**src/shared/tmwo_defs.svh**
```systemverilog
`ifndef TMWO_DEFS_SVH
`define TMWO_DEFS_SVH

// ****************************************
// register offsets
// ****************************************
`define TMWO_ADDR_W 16
`define TMWO_DATA_W 16
`define TMWO_OFS_PERIOD 16'h5202
`define TMWO_OFS_COMPARE 16'h5204
`define TMWO_OFS_CTRL 16'h521e
`define TMWO_OFS_EVT_EN 16'h5230
`define TMWO_OFS_EVT_FLAGS 16'h5238

// ****************************************
// control field positions
// ****************************************
`define TMWO_CTL_POLARITY 0
`define TMWO_CTL_IDLE_SEL 1
`define TMWO_CTL_OUT_EN 2
`define TMWO_CTL_FILT_SEL 4
`define TMWO_CTL_PIN_LVL 5
`define TMWO_CTL_ADC_LIM 6

// ****************************************
// event bit positions (enable and flags)
// ****************************************
`define TMWO_EVT_PIN 0
`define TMWO_EVT_ADC 1
`define TMWO_EVT_PRD 2
`define TMWO_EVT_CMP 3
`define TMWO_EVT_W 4

// ****************************************
// reset values
// ****************************************
`define TMWO_RST_VALUE 16'h0000
`define TMWO_RST_CTRL 7'h00
`define TMWO_RST_EVT 4'h0

// ****************************************
// noise filter lengths in system clocks
// ****************************************
`define TMWO_FILT_SHORT 6
`define TMWO_FILT_LONG 12

`endif

```
**src/shared/tmwo_pkg.sv**
```systemverilog
package tmwo_pkg;

  // ****************************************
  // control register fields
  // ****************************************
  typedef struct packed {
    logic adc_protect_limit_sel;
    logic pin_protect_level_sel;
    logic protect_filter_length_sel;
    logic reserved3;
    logic wave_out_enable;
    logic idle_level_sel;
    logic polarity_invert;
  } tmwo_ctrl_t;

  // ****************************************
  // event causes, one bit each
  // ****************************************
  typedef struct packed {
    logic compare_event;
    logic period_event;
    logic adc_protect;
    logic pin_protect;
  } tmwo_evt_t;

  // ****************************************
  // waveform generator states
  // ****************************************
  typedef enum logic [1:0] {
    TMWO_ST_IDLE = 2'b00,
    TMWO_ST_OFF = 2'b01,
    TMWO_ST_ON = 2'b10
  } tmwo_state_t;

endpackage

```
**src/logic/tmwo_noise_filter.sv**
```systemverilog
`timescale 1ns/1ns
`default_nettype none
`include "tmwo_defs.svh"

module tmwo_noise_filter #(
  parameter int SHORT_LEN = `TMWO_FILT_SHORT,
  parameter int LONG_LEN = `TMWO_FILT_LONG,
  parameter int CNT_W = 4
) (
  input wire logic i_core_clk,
  input wire logic i_rst,
  input wire logic i_raw,
  input wire logic i_long_sel,
  output logic o_level
);

  logic [CNT_W-1:0] stable_cnt_q;
  logic [CNT_W-1:0] limit;
  logic level_q;

  // accept a change only after the full run of differing samples
  assign limit = i_long_sel ? CNT_W'(LONG_LEN - 1) : CNT_W'(SHORT_LEN - 1);

  always_ff @(posedge i_core_clk) begin
    if (i_rst) begin
      stable_cnt_q <= '0;
    end else if (i_raw == level_q) begin
      stable_cnt_q <= '0;
    end else if (stable_cnt_q == limit) begin
      stable_cnt_q <= '0;
    end else begin
      stable_cnt_q <= stable_cnt_q + CNT_W'(1);
    end
  end

  always_ff @(posedge i_core_clk) begin
    if (i_rst) begin
      level_q <= 1'b0;
    end else if (i_raw != level_q && stable_cnt_q == limit) begin
      level_q <= i_raw;
    end
  end

  assign o_level = level_q;

endmodule
`default_nettype wire

```
**src/logic/tmwo_top.sv**
```systemverilog
// Behaviour
// - idle level bit selects level held while output off; 0 low, 1 high.
// - polarity bit 1 gives active-low waveform instead of active-high.
// - effective idle level is idle level bit XOR polarity bit.
// - idle level driven until a counter event changes it after enable.
// - enable 1 starts waveform; 0 stops and returns output to idle level.
// - active-high: output rises one step after compare, compare event raised.
// - active-high: period match resets counter, output low, period event.
// - active-low: output starts high, falls after compare, rises on period.
// - second output is complement of primary waveform output.
// - enabled protection trip forces outputs to idle state and raises event.
// - adc protection enable arms trip from converter channel 0 out-of-range.
// - limit select 0 trips on result below lower limit.
// - out-of-range sets adc flag; forces outputs only when enabled.
// - pin protection enable arms trip from protection input pin.
// - level select 1 trips on low pin, 0 on high; sets pin flag.
// - pin filter rejects pulses under 12 clocks (select 1) or 6 (select 0).
// - compare above period gives no compare event; output stays off.
// - four causes share one request line; flags tell the cause.
// - flags cleared by writing 1; request held while enabled flag set.
// - compare/period flags need enables; protection flags set regardless.
`timescale 1ns/1ns
`default_nettype none
`include "tmwo_defs.svh"

module tmwo_top #(
  parameter int VALUE_W = `TMWO_DATA_W
) (
  input wire logic i_core_clk,
  input wire logic i_rst,
  // register port
  input wire logic [`TMWO_ADDR_W-1:0] i_reg_addr,
  input wire logic [`TMWO_DATA_W-1:0] i_reg_wdata,
  input wire logic i_reg_write,
  input wire logic i_reg_read,
  output logic [`TMWO_DATA_W-1:0] o_reg_rdata,
  // counter side
  input wire logic [VALUE_W-1:0] i_count_value,
  input wire logic i_count_tick,
  output logic o_compare_match,
  output logic o_period_match,
  // protection sources
  input wire logic i_adc_upper_out_of_range,
  input wire logic i_adc_lower_out_of_range,
  input wire logic i_protect_input_pin,
  // outputs to gate drivers and interrupt controller
  output logic o_wave_out,
  output logic o_wave_out_n,
  output logic o_irq
);

  // ****************************************
  // declarations
  // ****************************************
  logic [VALUE_W-1:0] period_value_q;
  logic [VALUE_W-1:0] compare_value_q;
  tmwo_pkg::tmwo_ctrl_t ctrl_q;
  tmwo_pkg::tmwo_evt_t enable_q;
  tmwo_pkg::tmwo_evt_t flags_q;
  tmwo_pkg::tmwo_evt_t flags_d;
  tmwo_pkg::tmwo_evt_t set_evt;
  tmwo_pkg::tmwo_evt_t clr_evt;
  tmwo_pkg::tmwo_state_t state_q;
  tmwo_pkg::tmwo_state_t state_d;
  logic [`TMWO_DATA_W-1:0] rdata_q;
  logic wave_q;
  logic wave_d;
  logic idle_level;
  logic hit_period;
  logic hit_compare;
  logic pin_filtered;
  logic adc_trip;
  logic pin_trip;
  logic force_idle;
  logic wr_period;
  logic wr_compare;
  logic wr_ctrl;
  logic wr_enable;
  logic wr_flags;

  // ****************************************
  // address decode
  // ****************************************
  assign wr_period = i_reg_write && (i_reg_addr == `TMWO_OFS_PERIOD);
  assign wr_compare = i_reg_write && (i_reg_addr == `TMWO_OFS_COMPARE);
  assign wr_ctrl = i_reg_write && (i_reg_addr == `TMWO_OFS_CTRL);
  assign wr_enable = i_reg_write && (i_reg_addr == `TMWO_OFS_EVT_EN);
  assign wr_flags = i_reg_write && (i_reg_addr == `TMWO_OFS_EVT_FLAGS);

  // ****************************************
  // data registers
  // ****************************************
  always_ff @(posedge i_core_clk) begin
    if (i_rst) begin
      period_value_q <= VALUE_W'(`TMWO_RST_VALUE);
    end else if (wr_period) begin
      period_value_q <= i_reg_wdata[VALUE_W-1:0];
    end
  end

  always_ff @(posedge i_core_clk) begin
    if (i_rst) begin
      compare_value_q <= VALUE_W'(`TMWO_RST_VALUE);
    end else if (wr_compare) begin
      compare_value_q <= i_reg_wdata[VALUE_W-1:0];
    end
  end

  // ****************************************
  // control register
  // ****************************************
  // an enabled trip drops the output enable; the trip wins over a write
  // so software cannot restart into a live fault in the same cycle
  always_ff @(posedge i_core_clk) begin
    if (i_rst) begin
      ctrl_q <= `TMWO_RST_CTRL;
    end else begin
      if (wr_ctrl) begin
        ctrl_q.polarity_invert <= i_reg_wdata[`TMWO_CTL_POLARITY];
        ctrl_q.idle_level_sel <= i_reg_wdata[`TMWO_CTL_IDLE_SEL];
        ctrl_q.wave_out_enable <= i_reg_wdata[`TMWO_CTL_OUT_EN];
        ctrl_q.protect_filter_length_sel <= i_reg_wdata[`TMWO_CTL_FILT_SEL];
        ctrl_q.pin_protect_level_sel <= i_reg_wdata[`TMWO_CTL_PIN_LVL];
        ctrl_q.adc_protect_limit_sel <= i_reg_wdata[`TMWO_CTL_ADC_LIM];
      end
      if (force_idle) begin
        ctrl_q.wave_out_enable <= 1'b0;
      end
    end
  end

  always_ff @(posedge i_core_clk) begin
    if (i_rst) begin
      enable_q <= `TMWO_RST_EVT;
    end else if (wr_enable) begin
      enable_q <= i_reg_wdata[`TMWO_EVT_W-1:0];
    end
  end

  // ****************************************
  // compare and period detection
  // ****************************************
  // period has priority: equal values are a software error and only the
  // period event is raised then, which keeps the counter reset reliable
  assign hit_period = i_count_tick && (i_count_value == period_value_q);
  // compare above period is never reached, so no compare event occurs
  assign hit_compare = i_count_tick && !hit_period
                       && (i_count_value == compare_value_q);

  assign o_compare_match = hit_compare;
  assign o_period_match = hit_period;

  // ****************************************
  // protection sources
  // ****************************************
  tmwo_noise_filter #(
    .SHORT_LEN(`TMWO_FILT_SHORT),
    .LONG_LEN(`TMWO_FILT_LONG),
    .CNT_W(4)
  ) u_pin_filter (
    .i_core_clk(i_core_clk),
    .i_rst(i_rst),
    .i_raw(i_protect_input_pin),
    .i_long_sel(ctrl_q.protect_filter_length_sel),
    .o_level(pin_filtered)
  );

  assign adc_trip = ctrl_q.adc_protect_limit_sel ? i_adc_upper_out_of_range
                                                 : i_adc_lower_out_of_range;
  assign pin_trip = ctrl_q.pin_protect_level_sel ? !pin_filtered : pin_filtered;

  // forcing only happens for an armed source
  assign force_idle = (adc_trip && enable_q.adc_protect)
                      || (pin_trip && enable_q.pin_protect);

  // ****************************************
  // event flags
  // ****************************************
  always_comb begin
    set_evt.compare_event = hit_compare && enable_q.compare_event;
    set_evt.period_event = hit_period && enable_q.period_event;
    set_evt.adc_protect = adc_trip;
    set_evt.pin_protect = pin_trip;
    clr_evt = wr_flags ? tmwo_pkg::tmwo_evt_t'(i_reg_wdata[`TMWO_EVT_W-1:0])
                       : tmwo_pkg::tmwo_evt_t'(`TMWO_RST_EVT);
    // a set arriving with its clear is kept
    flags_d = (flags_q & ~clr_evt) | set_evt;
  end

  always_ff @(posedge i_core_clk) begin
    if (i_rst) begin
      flags_q <= `TMWO_RST_EVT;
    end else begin
      flags_q <= flags_d;
    end
  end

  // one shared request line; handler reads the flags for the cause
  assign o_irq = |(flags_q & enable_q);

  // ****************************************
  // waveform generator
  // ****************************************
  assign idle_level = ctrl_q.idle_level_sel ^ ctrl_q.polarity_invert;

  // the pre-polarity phase is tracked; polarity is applied at the output
  // so a polarity change mid-run flips the pin cleanly
  always_comb begin
    state_d = state_q;
    case (state_q)
      tmwo_pkg::TMWO_ST_IDLE: begin
        if (ctrl_q.wave_out_enable) begin
          state_d = ctrl_q.idle_level_sel ? tmwo_pkg::TMWO_ST_ON
                                          : tmwo_pkg::TMWO_ST_OFF;
        end
      end
      tmwo_pkg::TMWO_ST_OFF: begin
        if (hit_compare) begin
          state_d = tmwo_pkg::TMWO_ST_ON;
        end
      end
      tmwo_pkg::TMWO_ST_ON: begin
        if (hit_period) begin
          state_d = tmwo_pkg::TMWO_ST_OFF;
        end else if (hit_compare) begin
          state_d = tmwo_pkg::TMWO_ST_ON;
        end
      end
      default: begin
        state_d = tmwo_pkg::TMWO_ST_IDLE;
      end
    endcase
    if (hit_period && state_q == tmwo_pkg::TMWO_ST_OFF) begin
      state_d = tmwo_pkg::TMWO_ST_OFF;
    end
    if (!ctrl_q.wave_out_enable || force_idle) begin
      state_d = tmwo_pkg::TMWO_ST_IDLE;
    end
  end

  always_ff @(posedge i_core_clk) begin
    if (i_rst) begin
      state_q <= tmwo_pkg::TMWO_ST_IDLE;
    end else begin
      state_q <= state_d;
    end
  end

  // ****************************************
  // output pins
  // ****************************************
  // registered from the next state, so a stop or trip reaches the pin
  // on the very edge that detects it
  always_comb begin
    case (state_d)
      tmwo_pkg::TMWO_ST_ON: begin
        wave_d = 1'b1 ^ ctrl_q.polarity_invert;
      end
      tmwo_pkg::TMWO_ST_OFF: begin
        wave_d = ctrl_q.polarity_invert;
      end
      default: begin
        wave_d = idle_level;
      end
    endcase
    if (force_idle) begin
      wave_d = ctrl_q.idle_level_sel ^ ctrl_q.polarity_invert;
    end
  end

  always_ff @(posedge i_core_clk) begin
    if (i_rst) begin
      wave_q <= 1'b0;
    end else begin
      wave_q <= wave_d;
    end
  end

  assign o_wave_out = wave_q;
  assign o_wave_out_n = !wave_q;

  // ****************************************
  // register read port
  // ****************************************
  // unmapped addresses read zero; data stands one cycle after the strobe
  always_ff @(posedge i_core_clk) begin
    if (i_rst) begin
      rdata_q <= `TMWO_RST_VALUE;
    end else if (i_reg_read) begin
      if (i_reg_addr == `TMWO_OFS_PERIOD) begin
        rdata_q <= `TMWO_DATA_W'(period_value_q);
      end else if (i_reg_addr == `TMWO_OFS_COMPARE) begin
        rdata_q <= `TMWO_DATA_W'(compare_value_q);
      end else if (i_reg_addr == `TMWO_OFS_CTRL) begin
        rdata_q <= {9'h000, ctrl_q};
      end else if (i_reg_addr == `TMWO_OFS_EVT_EN) begin
        rdata_q <= {12'h000, enable_q};
      end else if (i_reg_addr == `TMWO_OFS_EVT_FLAGS) begin
        rdata_q <= {12'h000, flags_q};
      end else begin
        rdata_q <= `TMWO_RST_VALUE;
      end
    end else begin
      rdata_q <= `TMWO_RST_VALUE;
    end
  end

  assign o_reg_rdata = rdata_q;

endmodule
`default_nettype wire

```
**config.mk**
```make
export PLATFORM = sky130hd
export DESIGN_NAME = tmwo_top
export DESIGN_NICKNAME = d
export VERILOG_FILES = /design/src/shared/tmwo_pkg.sv /design/src/logic/tmwo_noise_filter.sv /design/src/logic/tmwo_top.sv
export VERILOG_INCLUDE_DIRS = /design/src /design/src/shared
export SDC_FILE = /design/constraint.sdc
export NUM_CORES = 1
export LEC_CHECK = 0
export CAP_MARGIN = 20
export CORE_MARGIN = 2
export CORE_UTILIZATION = 65
export DETAILED_ROUTE_END_ITERATION = 6
export DONT_BUFFER_PORTS = 1
export PLACE_DENSITY = 0.87
export SYNTH_ARGS = -nofsm -noshare
export SYNTH_HDL_FRONTEND = slang
export SYNTH_HIERARCHICAL = 1
export SYNTH_SLANG_ARGS = --single-unit
```
**constraint.sdc**
```tcl
create_clock -name i_core_clk -period 6.4 [get_ports i_core_clk]
set_input_delay 1.28 -clock i_core_clk [delete_from_list [all_inputs] [get_ports i_core_clk]]
set_output_delay 1.28 -clock i_core_clk [all_outputs]
set_load 0.03 [all_outputs]
```
==> flow_summary.toml <==
[pwr]
combPwrFrac_pct = 3.0
power_density_nw_per_um2 = 238.5
p_int_uw = 675.7
p_switching_uw = 171.6
p_sw_share_pct = 20.25
irDropWorstVdd_mv = 0.1843
clkPwrFrac_pct = 45.4
seq_power_share_pct = 51.6
p_leak_nw = 1.099

[route]
drc = 0
wire_per_inst_um = 17.75
highest_layer = "met4"
drtIter0Drc = 203
first_pass_iters = 5
detail-route-antenna-nets = 0
via_count = 2903
wl_met3_um = 758
dr_wl_met2_um = 3867
vias_per_cell = 6.256
met1_length_um = 3386
finalWirelength_um = 8237

[setup_path]
crit_path_max_fanout = 4
crit_type = "primary input to output pin"
crit_chain = "xnor2_1 > nand4_1 > or4_1 > nor3_1"
path_buf_inv = 0
worst_ep_required_time_ns = 5.12
critPathTopFamily = "simple AND/OR/NAND/NOR gates"
crit_path_top_delay_cell = "nor3_1"
crit_arrival_ns = 2.95
worst_setup_path_start_kind = "primary input"
critical_path.max_stage_delay_ns = 0.76
endpoint_kind = "output pin"

[clock_tree]
insertion_delay_ns = 0.35
ctsHtreeMaxLevel = 3
cts-root-buf = "clkbuf_8"
cts-root-to-sink-buffers = 2
cts_tree = "done"
cts_resized = 0
cts_buffers = 9
cts.sinks = 70
holdBufCountCts = 0
clk_pin_slew_ns = 0.06
post-cts-setup-buffer-count = 0

[outcome]
status = "completed"

[sta]
hold_violations = 0
final.setup_skew_ns = 0.01112
relSlewSlack_pct = 30.68
post-route-period-util_pct = 66.06
fin_crit_ns = 4.228
rsz0062_at_grt = "no"
setup_viol = 0
tightest_slew_ns = 1.035
max_freq_mhz = 236.5
final_max_slew_viol_count = 0
tns_ns = 0

[finish]
stdcell_count = 464
seqCellArea_um2 = 1401
drive_gt1_share_pct = 7.360
multi_input_area_um2 = 1823
fill_cells = 402
final_cell_mix = "nand2_1, dfxtp_1, a21oi_1"
layout.nets = 450
antenna_cells = 0
layout_commonest_cell = "nand2_1"
area_delta_synth_final_pct = 6.810

[synth]
synth_area_leaders = "dfxtp_1, nand2_1, xnor2_1"
yosys.area.top_type_share_pct = 42.14
syn_area_um2 = 3326
async_reset_ff_share_pct = 0
avgSynthCellArea_um2 = 8.335
ys.flop_type = "dfxtp_1"
syn_inst = 399
syn-num-nets = 458
synth-edff-count = 0
yosysTopAreaCell = "dfxtp_1"
yosysWarnings = 6
synth_seq_cells = 70
yosysSeqAreaShare_pct = 42.14
netlist-cell-type-count = 48

[placement]
placed_cells = 450
portBuffers = 0
dp_hpwl_um = 5736
gp_congestion = 0.8518

[worst_hold_path]
min_path_type = "flip-flop to flip-flop"

[grt]
antenna_found_initial = 0
grt_pass1_wl_um = 12480
grt_usage_pct = 29.27
grt_max_degree = 53
grt_pass1_vias = 2606
grt-ovfl-total = 0

[flow_run]
max_cap_violations = 0

[die]
die_w_um = 75.53
core_um2 = 5010
num_rows = 26
dieArea_um2 = 5705
num_io_pins = 77
die_h_um = 75.53
start_util_pct = 66.38
-- synth_stat cells, types with 2 or more instances --
cell type	number
nand2_1	85
dfxtp_1	70
a21oi_1	45
xnor2_1	33
nor2_1	28
clkbuf_1	16
a22oi_1	13
mux2i_1	11
nand3_1	10
nand2b_1	7
nand4_1	7
inv_1	6
a31oi_1	5
nor3_1	5
or4_1	4
buf_2	3
ha_1	3
o22a_1	3
o22ai_1	3
or4b_4	3
xor2_1	3
a21bo_2	2
a221oi_1	2
nor2b_1	2
nor3b_1	2
nor4_1	2
nor4b_1	2
o31a_1	2
or2_2	2
or4b_2	2
-- registers in the layout (all words and copies together) (netlist names) --
signal / count
u_pin_filter/stable_cnt_q: 4
enable_q: 4
u_pin_filter/o_level: 1
period_value_q: 16
ctrl_q: 6
compare_value_q: 16
state_q: 2
o_reg_rdata: 16
flags_q: 4
o_wave_out: 1
-- stage by stage --
| stage | setup slack, ns | power (mW) | util [%] | instance area [um2] | hold WS (ns) |
|---|---|---|---|---|---|
| after floorplan | 2.352 | 0.4738 | - | 3326 | 0.4259 |
| after global placement | 2.186 | 0.4719 | 66.71 | 3342 | 0.4420 |
| after detailed placement | 2.172 | 0.4727 | 66.71 | 3342 | 0.4499 |
| after CTS | 2.160 | 0.8499 | 70.90 | 3552 | 0.4649 |
| after global routing | 2.095 | 0.8702 | 70.90 | 3552 | 0.4817 |
| final | 2.172 | 0.8473 | 70.90 | 3552 | 0.4560 |
-- path summary, 6_finish.rpt --
path / start / to / slack (ns) / cells after the start
hold / removal: u_pin_filter/stable_cnt_q[0] / u_pin_filter/stable_cnt_q[0] / 0.46 / 1
setup reg to reg: compare_value_q[9] / o_wave_out / 3.11 / 9
setup / recovery: i_count_value[9] / o_compare_match / 2.17 / 4
hold reg to reg: u_pin_filter/stable_cnt_q[0] / u_pin_filter/stable_cnt_q[0] / 0.46 / 1
-- logic make-up (layout without fill, tap and decap cells) --
group / after synthesis / count (layout) / synth area share, %
and+or+nand+nor: 170 / 170 / 25.09
AOI/OAI and AO/OA: 82 / 82 / 15.46
DFF: 70 / 70 / 42.14
xor gates and xnor gates: 36 / 36 / 9.481
buffers and inverters: 26 / 21 / 3.047
muxes: 12 / 12 / 3.649
adders and majority gates: 3 / 3 / 1.129
-- power by group through the flow --
| stage | clock [mW] | sequential, mW | combinational (mW) |
|---|---|---|---|
| global placement | 0 | 0.447 | 0.0246 |
| CTS | 0.387 | 0.437 | 0.0255 |
| finish | 0.384 | 0.437 | 0.0255 |
| global route | 0.406 | 0.437 | 0.0274 |
| detailed placement | 0 | 0.447 | 0.0253 |
| floorplan | 0 | 0.447 | 0.0267 |
-- routing by layer --
metal	vias to the layer above	track usage (%)
met1	1378	36.77
met3	20	8.466
met5	-	0
met4	0	14.62
li1	1365	-
met2	140	45.99
-- cell type report --
cell class	count	area share [%]
Multi-Input combinational cell	303	51.32
Sequential cell	70	39.45
Clock buffer	10	3.875
Tap cell	70	2.466
Clock inverter	4	2.043
Inverter	6	0.6340
Timing Repair Buffer	1	0.2113
(Power assumes the default switching activity.)
